### src/ltxit_pkg.sv
package ltxit_pkg;

    // register byte offsets
    localparam logic [7:0] LTXIT_OFS_CHECKSUMS  = 8'hb4;
    localparam logic [7:0] LTXIT_OFS_FXK_SIZE   = 8'hc0;
    localparam logic [7:0] LTXIT_OFS_TEST_SEL   = 8'hd0;
    localparam logic [7:0] LTXIT_OFS_PATTERN_01 = 8'hd4;
    localparam logic [7:0] LTXIT_OFS_PATTERN_23 = 8'hd8;
    localparam logic [7:0] LTXIT_OFS_PATTERN_45 = 8'hdc;
    localparam logic [7:0] LTXIT_OFS_PATTERN_67 = 8'he0;

    // field positions and widths
    localparam int LTXIT_CSUM_W      = 8;
    localparam int LTXIT_CSUM_LANES  = 4;
    localparam int LTXIT_FXK_W       = 10;
    localparam int LTXIT_FXK_HI_LSB  = 2;
    localparam int LTXIT_TEST_W      = 4;
    localparam int LTXIT_PAT_W       = 16;
    localparam int LTXIT_PAT_NUM     = 8;
    localparam int LTXIT_PAT_REGS    = 4;

    // reset values
    localparam logic [1:0]  LTXIT_FXK_LO_VAL   = 2'h3;
    localparam logic [3:0]  LTXIT_TEST_RESET   = 4'h0;
    localparam logic [15:0] LTXIT_PAT_RESET    = 16'h0000;

    // core-owned test mode codes
    localparam logic [3:0] LTXIT_TM_NORMAL = 4'h0;
    localparam logic [3:0] LTXIT_TM_K285   = 4'h1;
    localparam logic [3:0] LTXIT_TM_D215   = 4'h2;

    // character codes for the core test modes
    localparam logic [7:0] LTXIT_CHAR_K285 = 8'hbc;
    localparam logic [7:0] LTXIT_CHAR_D215 = 8'hb5;

    // register port request
    typedef struct packed {
        logic [7:0]  addr;
        logic [31:0] wdata;
        logic        wr;
        logic        rd;
    } ltxit_req_type;

    // transmit-side test control
    typedef struct packed {
        logic       ext_mode;   // code owned by outside pattern logic
        logic       force_char; // send a constant character
        logic       char_is_k;  // control-character flag
        logic [7:0] char_val;   // constant character value
    } ltxit_test_type;

endpackage : ltxit_pkg

### src/ltxit_csum.sv
`timescale 1ns/100ps
// modulo 256 sum of one lane's configuration octets
module ltxit_csum
    import ltxit_pkg::*;
#(
    parameter int NUM_OCTETS = 14
)
(
    input  wire logic [NUM_OCTETS*8-1:0] octets_in,
    output logic      [7:0]              sum_out
);

    ////////////////////////////////////////////////////////////////
    // add the octets, carry beyond bit 7 dropped
    always_comb
    begin
        sum_out = 8'h00;
        for (int i = 0; i < NUM_OCTETS; i++)
        begin
            sum_out = sum_out + octets_in[i*8 +: 8];
        end
    end

endmodule : ltxit_csum

### src/ltxit_regs.sv
`timescale 1ns/100ps
module ltxit_regs
    import ltxit_pkg::*;
#(
    parameter logic [31:0] CSUM_RESET     = 32'h00000000,
    parameter logic [7:0]  FXK_HI_RESET   = 8'h07,
    parameter bit          FXK_RUNTIME_WR = 1'b1,
    parameter int          CFG_OCTETS     = 14
)
(
    input  wire logic                       mclk_in,
    input  wire logic                       resetn_in,
    input  wire logic [7:0]                 addr_in,
    input  wire logic [31:0]                wdata_in,
    input  wire logic                       wr_in,
    input  wire logic                       rd_in,
    input  wire logic [CFG_OCTETS*8-1:0]    lane_cfg_in,
    input  wire logic [1:0]                 lane_sel_in,
    output logic      [31:0]                rdata_out,
    output logic      [31:0]                ilas_csum_out,
    output logic      [9:0]                 ilas_fxk_out,
    output logic      [3:0]                 test_mode_out,
    output logic      [11:0]                test_ctrl_out,
    output logic      [127:0]               patterns_out,
    output logic      [7:0]                 calc_csum_out
);

    ////////////////////////////////////////////////////////////////
    // behaviour notes
    // - every access finishes in one cycle, the port never waits
    // - read data stand only in the cycle after the read strobe,
    //   then the read register drops back to zero
    // - a read straight after a write sees the new value, because
    //   the write lands at the edge that samples its strobe
    // - link-side copies trail the registers by one cycle, so the
    //   sequence builder never sees a word while it is written
    // - the checksum helper is advisory: nothing loads its sum into
    //   the checksum register, software writes it back if wanted
    // - where run-time change is absent the size register keeps its
    //   generation value and writes to it are dropped
    // - the two low size bits are wired to ones, so the stored
    //   product minus one always ends in binary 11
    // - selector codes with the top bit set are only handed on;
    //   checkerboard, ramp and random sources live outside
    // - reserved bits are never stored, so they read as zero and
    //   writes to them vanish without side effects
    // - unmapped offsets decode to no register at all: their writes
    //   are ignored and their reads return zero
    // - a pattern pair register holds two samples, the even one in
    //   the low half and the odd one in the high half
    // - the selector copy and the decoded control word change in the
    //   same cycle, so the link layer never sees them disagree

    ////////////////////////////////////////////////////////////////
    // request bundle
    ltxit_req_type req;                 // current request
    assign req = '{addr: addr_in, wdata: wdata_in,
                   wr: wr_in, rd: rd_in};

    ////////////////////////////////////////////////////////////////
    // local short names for package field positions and widths,
    // kept short so slices below fit on one line
    localparam int CW  = LTXIT_CSUM_W;     // one lane checksum byte
    localparam int NL  = LTXIT_CSUM_LANES; // lanes held in one word
    localparam int FHI = LTXIT_FXK_W - 1;  // top bit of size field
    localparam int FLO = LTXIT_FXK_HI_LSB; // lowest writable size bit
    localparam int TW  = LTXIT_TEST_W;     // selector width
    localparam int PW  = LTXIT_PAT_W;      // one user sample pattern
    localparam int PN  = LTXIT_PAT_NUM;    // user sample patterns

    ////////////////////////////////////////////////////////////////
    // address decode
    logic hit_csum;                     // checksum register
    logic hit_fxk;                      // size register
    logic hit_test;                     // test selector
    logic [LTXIT_PAT_REGS-1:0] hit_pat; // pattern pair registers
    assign hit_csum   = req.addr == LTXIT_OFS_CHECKSUMS;
    assign hit_fxk    = req.addr == LTXIT_OFS_FXK_SIZE;
    assign hit_test   = req.addr == LTXIT_OFS_TEST_SEL;
    assign hit_pat[0] = req.addr == LTXIT_OFS_PATTERN_01;
    assign hit_pat[1] = req.addr == LTXIT_OFS_PATTERN_23;
    assign hit_pat[2] = req.addr == LTXIT_OFS_PATTERN_45;
    assign hit_pat[3] = req.addr == LTXIT_OFS_PATTERN_67;

    ////////////////////////////////////////////////////////////////
    // write enables, one named strobe per register so that every
    // storage process below stays a plain load
    // a write to an unmapped offset raises none of them
    logic                      wr_csum;   // checksum register write
    logic                      wr_test;   // selector write
    logic [LTXIT_PAT_REGS-1:0] wr_pat;    // pattern pair writes
    assign wr_csum = req.wr && hit_csum;
    assign wr_test = req.wr && hit_test;
    assign wr_pat  = {LTXIT_PAT_REGS{req.wr}} & hit_pat;

    ////////////////////////////////////////////////////////////////
    // storage
    // every stored field is a flip-flop with an asynchronous reset;
    // apart from rdata_q, no field here is cleared by hardware, only by software
    logic [31:0] csum_word;               // lanes 7..4 checksums
    logic [7:0]  fxk_hi_q;                // size bits 9:2
    logic [3:0]  test_q;                  // test selector
    logic [31:0] pat_q [LTXIT_PAT_REGS];  // pattern pairs
    logic [PW-1:0] user_sample_pattern [PN];       // one per sample
    logic [31:0]   rd_pat_term [LTXIT_PAT_REGS];   // pair read terms
    logic [31:0]   rd_pat_or   [LTXIT_PAT_REGS+1]; // running or
    logic [31:0] rdata_q;                 // read data register
    logic [31:0] rdata_d;                 // read data next
    logic [11:0] test_ctrl_q;             // decoded test control
    logic [7:0]  calc_q;                  // computed checksum

    ////////////////////////////////////////////////////////////////
    // checksum registers, one byte per lane; the reset value comes
    // from the generation parameter so the first alignment sequence
    // carries usable checksums before software touches anything
    // a write replaces all four lanes at once
    logic [CW-1:0] lane_csum_q [NL];      // lane 4 at index 0
    genvar c;
    generate
        for (c = 0; c < NL; c++)
        begin : gen_csum
            always_ff @(posedge mclk_in or negedge resetn_in)
            begin
                if (!resetn_in)
                    lane_csum_q[c] <= CSUM_RESET[CW*c +: CW];
                else if (wr_csum)
                    lane_csum_q[c] <= req.wdata[CW*c +: CW];
            end
        end
    endgenerate

    // named lane views, lane 4 in the lowest byte
    logic [CW-1:0] lane4_checksum;        // bits 7:0
    logic [CW-1:0] lane5_checksum;        // bits 15:8
    logic [CW-1:0] lane6_checksum;        // bits 23:16
    logic [CW-1:0] lane7_checksum;        // bits 31:24
    assign lane4_checksum = lane_csum_q[0];
    assign lane5_checksum = lane_csum_q[1];
    assign lane6_checksum = lane_csum_q[2];
    assign lane7_checksum = lane_csum_q[3];
    assign csum_word = {lane7_checksum, lane6_checksum,
                        lane5_checksum, lane4_checksum};

    ////////////////////////////////////////////////////////////////
    // size upper bits, writable only where run-time change exists
    // a family without run-time change builds with FXK_RUNTIME_WR
    // at zero, which turns the field into a read-only constant
    // only bits 9:2 are stored; bits 1:0 are wired in the views
    logic fxk_wr_en;                      // size write allowed
    assign fxk_wr_en = req.wr && hit_fxk && FXK_RUNTIME_WR;

    always_ff @(posedge mclk_in or negedge resetn_in)
    begin
        if (!resetn_in)
            fxk_hi_q <= FXK_HI_RESET;
        else if (fxk_wr_en)
            fxk_hi_q <= req.wdata[FHI:FLO];
    end

    ////////////////////////////////////////////////////////////////
    // test selector, only low four bits kept
    // the upper bits of a selector write are dropped on purpose
    always_ff @(posedge mclk_in or negedge resetn_in)
    begin
        if (!resetn_in)
            test_q <= LTXIT_TEST_RESET;
        else if (wr_test)
            test_q <= req.wdata[TW-1:0];
    end

    ////////////////////////////////////////////////////////////////
    // user pattern pairs, one per register
    // each pair register is loaded whole; there is no byte enable
    genvar g;
    generate
        for (g = 0; g < LTXIT_PAT_REGS; g++)
        begin : gen_pat
            always_ff @(posedge mclk_in or negedge resetn_in)
            begin
                if (!resetn_in)
                    pat_q[g] <= {LTXIT_PAT_RESET, LTXIT_PAT_RESET};
                else if (wr_pat[g])
                    pat_q[g] <= req.wdata;
            end
            // low half is even sample, high half odd sample
            assign user_sample_pattern[2*g]     = pat_q[g][PW-1:0];
            assign user_sample_pattern[2*g + 1] = pat_q[g][2*PW-1:PW];
            // read term of this pair, chained into a running or
            assign rd_pat_term[g] = hit_pat[g] ? pat_q[g] : 32'h00000000;
            assign rd_pat_or[g+1] = rd_pat_or[g] | rd_pat_term[g];
        end
    endgenerate

    // samples side by side toward the link layer, sample n at 16n
    genvar s;
    generate
        for (s = 0; s < PN; s++)
        begin : gen_sample
            assign patterns_out[PW*s +: PW] = user_sample_pattern[s];
        end
    endgenerate

    ////////////////////////////////////////////////////////////////
    // read mux, unmapped reads and reserved bits give zero
    // bits 1:0 of the size view are wired ones, never stored
    logic [31:0] fxk_word;                // size register view
    logic [31:0] test_word;               // selector view
    assign fxk_word  = {22'h000000, fxk_hi_q, LTXIT_FXK_LO_VAL};
    assign test_word = {28'h0000000, test_q};

    // per-register read terms, zero unless that register is addressed
    logic [31:0] rd_csum_term;            // checksum term
    logic [31:0] rd_fxk_term;             // size term
    logic [31:0] rd_test_term;            // selector term
    assign rd_csum_term = hit_csum ? csum_word : 32'h00000000;
    assign rd_fxk_term  = hit_fxk  ? fxk_word  : 32'h00000000;
    assign rd_test_term = hit_test ? test_word : 32'h00000000;
    assign rd_pat_or[0] = 32'h00000000;

    // offsets never overlap, so an or of the terms is the mux;
    // an unmapped offset leaves every term at zero
    assign rdata_d = rd_csum_term | rd_fxk_term | rd_test_term
                   | rd_pat_or[LTXIT_PAT_REGS];

    // data valid only in the cycle after the read strobe
    // zero at other times, so stale data is never seen as a read
    always_ff @(posedge mclk_in or negedge resetn_in)
    begin
        if (!resetn_in)
            rdata_q <= 32'h00000000;
        else if (req.rd)
            rdata_q <= rdata_d;
        else
            rdata_q <= 32'h00000000;
    end

    ////////////////////////////////////////////////////////////////
    // test mode decode toward the link layer
    // the top selector bit hands the code to outside pattern logic
    logic test_is_ext;                    // code owned outside
    assign test_is_ext = test_q[TW-1];
    ltxit_test_type test_d;               // decoded selector
    // codes 1 and 2 force a fixed character; every other code sends
    // normal traffic as far as this core is concerned
    always_comb
    begin
        test_d = '0;
        test_d.ext_mode = test_is_ext;
        unique case (test_q)
            LTXIT_TM_K285:
            begin
                test_d.force_char = 1'b1;
                test_d.char_is_k  = 1'b1;
                test_d.char_val   = LTXIT_CHAR_K285;
            end
            LTXIT_TM_D215:
            begin
                test_d.force_char = 1'b1;
                test_d.char_val   = LTXIT_CHAR_D215;
            end
            default:
            begin
                test_d.force_char = 1'b0; // normal traffic
            end
        endcase
    end

    // registered so the link layer sees one clean change per write;
    // the spare top bit of the control word stays zero
    always_ff @(posedge mclk_in or negedge resetn_in)
    begin
        if (!resetn_in)
            test_ctrl_q <= 12'h000;
        else
            test_ctrl_q <= {1'b0, test_d};
    end

    ////////////////////////////////////////////////////////////////
    // helper checksum of one lane's octets for software
    logic [7:0] calc_d;                   // adder result
    ltxit_csum #(
        .NUM_OCTETS (CFG_OCTETS)
    ) u_csum (
        .octets_in  (lane_cfg_in),
        .sum_out    (calc_d)
    );

    // one register stage keeps the adder chain off the output pin
    always_ff @(posedge mclk_in or negedge resetn_in)
    begin
        if (!resetn_in)
            calc_q <= 8'h00;
        else
            calc_q <= calc_d;
    end

    ////////////////////////////////////////////////////////////////
    // registered outputs to the alignment sequence builder
    // copies change one cycle after a write, all fields together
    logic [31:0] csum_out_q;              // checksum copy
    logic [9:0]  fxk_out_q;               // size copy
    logic [3:0]  mode_out_q;              // selector copy
    always_ff @(posedge mclk_in or negedge resetn_in)
    begin
        if (!resetn_in)
        begin
            csum_out_q <= 32'h00000000;
            fxk_out_q  <= 10'h000;
            mode_out_q <= LTXIT_TEST_RESET;
        end
        else
        begin
            csum_out_q <= csum_word;
            fxk_out_q  <= {fxk_hi_q, LTXIT_FXK_LO_VAL};
            mode_out_q <= test_q;
        end
    end

    assign rdata_out     = rdata_q;
    assign ilas_csum_out = csum_out_q;
    assign ilas_fxk_out  = fxk_out_q;
    assign test_mode_out = mode_out_q;
    assign test_ctrl_out = test_ctrl_q;
    assign calc_csum_out = calc_q;

    // lane_sel_in selects nothing here; reserved for wider builds
    logic unused_sel;
    assign unused_sel = ^lane_sel_in;

endmodule : ltxit_regs

### config.mk
export PLATFORM = sky130hd
export DESIGN_NAME = ltxit_regs
export DESIGN_NICKNAME = d
export VERILOG_FILES = /design/src/ltxit_pkg.sv /design/src/ltxit_csum.sv /design/src/ltxit_regs.sv
export SDC_FILE = /design/constraint.sdc
export NUM_CORES = 1
export LEC_CHECK = 0
export BUFFER_PORTS_ARGS = -buffer_cell sky130_fd_sc_hd__clkbuf_2
export CAP_MARGIN = 20
export CORE_AREA = 2 2 167 169
export DETAILED_ROUTE_END_ITERATION = 8
export DIE_AREA = 0 0 169 171
export PLACE_DENSITY_LB_ADDON = 0.25
export SETUP_SLACK_MARGIN = 0.5
export SLEW_MARGIN = 15
export SYNTH_ARGS = -nofsm -noshare
export SYNTH_HDL_FRONTEND = slang
export SYNTH_HIERARCHICAL = 1
export SYNTH_SLANG_ARGS = --single-unit
export TNS_END_PERCENT = 30
### constraint.sdc
create_clock -name mclk_in -period 1.4 [get_ports mclk_in]
set_clock_uncertainty 0.2 [all_clocks]
set_input_delay 0.28 -clock mclk_in [delete_from_list [all_inputs] [get_ports mclk_in]]
set_output_delay 0.28 -clock mclk_in [all_outputs]
set_load 0.02 [all_outputs]
==> Implementation_results.wiki <==
{| class="wikitable"
! Metric !! Value
|-
| Number of enable-type register cells in the synthesized netlist || 0
|-
| Number of synthesis warnings || 6
|-
| Worst-case setup slack after placement || -3.70 ns
|-
| Peak supply drop || 0.00238 V
|-
| Total number of vias || 9487
|-
| Die Outline Area || 0.0289 mm^2
|-
| Endpoint of the worst register-to-register path || rdata_out[7]
|-
| Pin count of the biggest net entering global routing || 54
|-
| Nature of the critical path startpoint || primary input
|-
| Smallest setup slack after layout || -3.02 ns
|-
| Summed instance area of the synthesized netlist || 0.0126 mm^2
|-
| Most common cell after layout, fill and taps aside || dfrtp_1
|-
| Number of DRC markers after the initial detailed-route iteration || 475
|-
| Post-route minimum period || 4.42 ns
|-
| Global router's overall resource usage || 25.5%
|-
| Clock latency on the worst-skew pair || 0.54 ns
|-
| Net Switching || 10500 uW
|-
| Number of core rows || 61
|-
| Clock Path Buffers || 3
|-
| Violated checks || hold timing, setup timing
|-
| Required arrival time at the worst endpoint || 1.65 ns
|-
| Port buffer count || 378
|-
| Die width || 169 um
|-
| Detailed-route wire length || 38400 um
|-
| Number of H-tree levels || 1
|-
| Total placed cells including tap cells || 1676
|-
| Sequential cell area in the final layout || 0.00652 mm^2
|-
| Crit end category || flop
|-
| Sequential cell area fraction in the yosys report || 51.7%
|-
| Utilization after layout || 69.4%
|-
| Sw Ratio || 33.9%
|-
| Critical Path Fanout Max || 2
|-
| Count of different cell masters after synthesis || 48
|-
| Grt ovf || 0
|-
| Area of all placed cells without fillers || 0.0190 mm^2
|-
| Worst EP arrival || 4.68 ns
|-
| Hold_ws || -0.600 ns
|-
| Vias in the first global route || 9513
|-
| Final weighted congestion of routability-driven global placement || 0.844
|-
| Cell Pwr Density || 1630 mW/mm^2
|-
| Clock-pin slew on the worst setup and hold paths || 0.06 ns
|-
| Most used flip-flop cell after synthesis || dfrtp_1
|-
| Post-Place Cell Area || 0.0156 mm^2
|-
| Number of flip-flops and latches in the synthesized netlist || 260
|-
| Placed wire-length estimate after detailed placement || 24700 um
|-
| Avg Inst Size Synth || 13.5 um^2
|-
| Floorplan Core Area || 0.0273 mm^2
|-
| Most frequent cells in the layout || dfrtp_1, clkbuf_2, mux2_2, inv_1, buf_6
|-
| Type of the worst min-delay path || primary input to async pin
|-
| Total number of nets in the final design || 1691
|-
| Final max-slew violation count || 0
|-
| Count of max-cap constraint violations || 0
|-
| Fraction of final layout cells sized beyond drive strength 1 || 58.9%
|-
| Clock tree from TritonCTS || done
|-
| Routed wire per std cell || 21.2 um
|-
| Via density per instance || 5.23
|-
| Final setup vio count || 422
|-
| Number of standard cells in the layout, taps in and fillers out || 1815
|-
| P&R area growth vs syn || 50.6%
|-
| Residual DRC count || 0
|-
| Part of the power in the clock network || 25.5%
|-
| Peak Freq || 226 MHz
|-
| Logic gate share of total power || 47.1%
|-
| Number of buffers created by CTS || 29
|-
| Antenna violations before repair || 1
|-
| Number of hold violations in the final report || 440
|-
| Wire length of the first global-routing pass || 55800 um
|-
| I/O pins || 384
|-
| Remaining antenna violation count || 0
|-
| Crit Path Class || primary input to flop
|-
| Starting Density || 46.1%
|-
| Flop2flop setup slack || -0.21 ns
|-
| Root Buffer Master || clkbuf_16
|-
| Setup repair after global routing missed its margin || true
|-
| Overall power after layout || 30900 uW
|-
| LEAKAGE || 0.0102 uW
|-
| Final-layout fill cell count || 1869
|-
| Number of clock sinks || 260
|-
| Worst flop-to-flop path startpoint || patterns_out[71]
|-
| Path depth of the worst reg2reg path || 5
|-
| Cell count after synthesis || 930
|-
| Internal Power || 20500 uW
|-
| Area of combinational cells with multiple inputs || 0.00594 mm^2
|-
| Async set-or-reset flop fraction in the synthesized netlist || 100%
|-
| Flop pwr share || 27.4%
|-
| Run status || finished with violations
|-
| Die boundary height || 171 um
|-
| Final Cycle Share || 316%
|-
| Detailed Routing Iterations Pass 1 || 5
|}
state kept, by name (all words and copies together), names as in the netlist, 9 cells and up:
name,count
ilas_csum_out,32
rdata_out,32
patterns_out,128
ilas_fxk_out,9
logic make-up (layout without fill, tap and decap cells):
| family | Yosys count | after routing | synth area share (%) |
|---|---|---|---|
| AO/OA/AOI/OAI | 105 | 105 | 6.00 |
| XOR/XNOR | 29 | 29 | 2.02 |
| adder cells (fa/ha/maj) | 88 | 88 | 13.2 |
| buffers and inverters | 168 | 704 | 5.45 |
| flip-flops | 260 | 260 | 51.7 |
| multiplexers | 210 | 210 | 18.6 |
| other | 2 | 5 | 0.0597 |
| AND/OR/NAND/NOR | 68 | 68 | 3.03 |
through the flow:
step                TNS [ns]  hold WS, ns
floorplan            -126.74       -0.216
global placement     -193.50      -0.0391
detailed placement   -193.65      -0.0364
CTS                   -97.41       -0.613
global route         -114.52       -0.611
finish               -101.91       -0.600
synthesized netlist by cell type (2+ instances only):
| library cell | number | area, um^2 |
|---|---|---|
| dfrtp_1 | 257 | 6430 |
| mux2_2 | 174 | 1960 |
| inv_1 | 116 | 435 |
| fa_1 | 74 | 1480 |
| mux2i_1 | 32 | 320 |
| a22oi_1 | 29 | 218 |
| nand2_1 | 27 | 101 |
| xnor2_1 | 26 | 228 |
| a21oi_1 | 23 | 115 |
| clkbuf_1 | 23 | 86.3 |
| o22a_1 | 21 | 184 |
| ha_1 | 14 | 175 |
| buf_1 | 10 | 37.5 |
| buf_4 | 10 | 75.1 |
| buf_2 | 8 | 40.0 |
| nor2_1 | 8 | 30.0 |
| o21a_1 | 7 | 52.6 |
| a32oi_1 | 5 | 43.8 |
| nand3_1 | 5 | 25.0 |
| a21boi_0 | 4 | 30.0 |
| a22o_1 | 4 | 35.0 |
| nor2b_1 | 4 | 25.0 |
| nor4b_1 | 4 | 35.0 |
| o22ai_1 | 4 | 25.0 |
| dfstp_2 | 3 | 78.8 |
| mux2_1 | 3 | 33.8 |
| o21ai_0 | 3 | 15.0 |
| or3_1 | 3 | 18.8 |
| xor2_1 | 3 | 26.3 |
| a31oi_1 | 2 | 12.5 |
| and3_1 | 2 | 12.5 |
| conb_1 | 2 | 7.51 |
| nand2b_1 | 2 | 12.5 |
| nand3b_1 | 2 | 15.0 |
| nor3_1 | 2 | 10.0 |
| o2bb2ai_1 | 2 | 17.5 |
power by group through the flow:
stage | registers, uW | logic (uW) | clock network (uW)
4_1_cts | 8430 | 12800 | 8020
5_1_grt | 8510 | 16100 | 8390
2_1_floorplan | 8950 | 8200 | 0
6_report | 8470 | 14600 | 7900
3_3_place_gp | 8530 | 11400 | 0
3_5_place_dp | 8540 | 11700 | 0
worst max-delay path by stage:
stage	startpoint	end
floorplan	lane_cfg_in[18]	calc_csum_out[7]
global placement	lane_cfg_in[18]	calc_csum_out[7]
detailed placement	lane_cfg_in[18]	calc_csum_out[7]
CTS	lane_cfg_in[26]	calc_csum_out[7]
global route	lane_cfg_in[66]	calc_csum_out[6]
finish	lane_cfg_in[66]	calc_csum_out[6]
per-layer routing:
| metal | GRT usage [%] | vias to the layer above | routed length (um) |
|---|---|---|---|
| li1 | - | 4181 | - |
| met1 | 33.8 | 4857 | 15200 |
| met2 | 43.3 | 377 | 19600 |
| met3 | 4.26 | 72 | 2250 |
| met4 | 7.92 | 0 | 1390 |
| met5 | 0 | - | 0 |
worst max-delay path: stages:
cell and delay (ns):
buf_6 0.09, fa_1 0.55, inv_1 0.05, fa_1 0.47, inv_1 0.05, fa_1 0.47
fa_1 0.51, inv_1 0.05, fa_1 0.47, inv_1 0.05, fa_1 0.46, buf_4 0.15
buf_6 0.11, ha_4 0.20, a21o_1 0.16, a21oi_2 0.18, o21ai_2 0.09, a21oi_2 0.15
xnor2_1 0.13
cell type report:
cell class | count | share of cell area, %
diodes | 1 | 0.0132
repair buffers | 534 | 24.3
multi-input cells | 504 | 31.3
clock buffers | 36 | 4.23
well taps | 346 | 2.28
clock inverters | 18 | 1.08
flip-flops and latches | 260 | 34.4
inverters | 116 | 2.34
timing repair:
action / 4_1_cts / 5_1_grt
pin swaps: 42 / 51
buffers inserted: 27 / 41
endpoints found under the setup margin: 438 / 438
resized for setup: 119 / 421
endpoints found under the hold margin: 440 / 440
gates cloned: 15 / 1
Power figures use the tool's default switching activity.
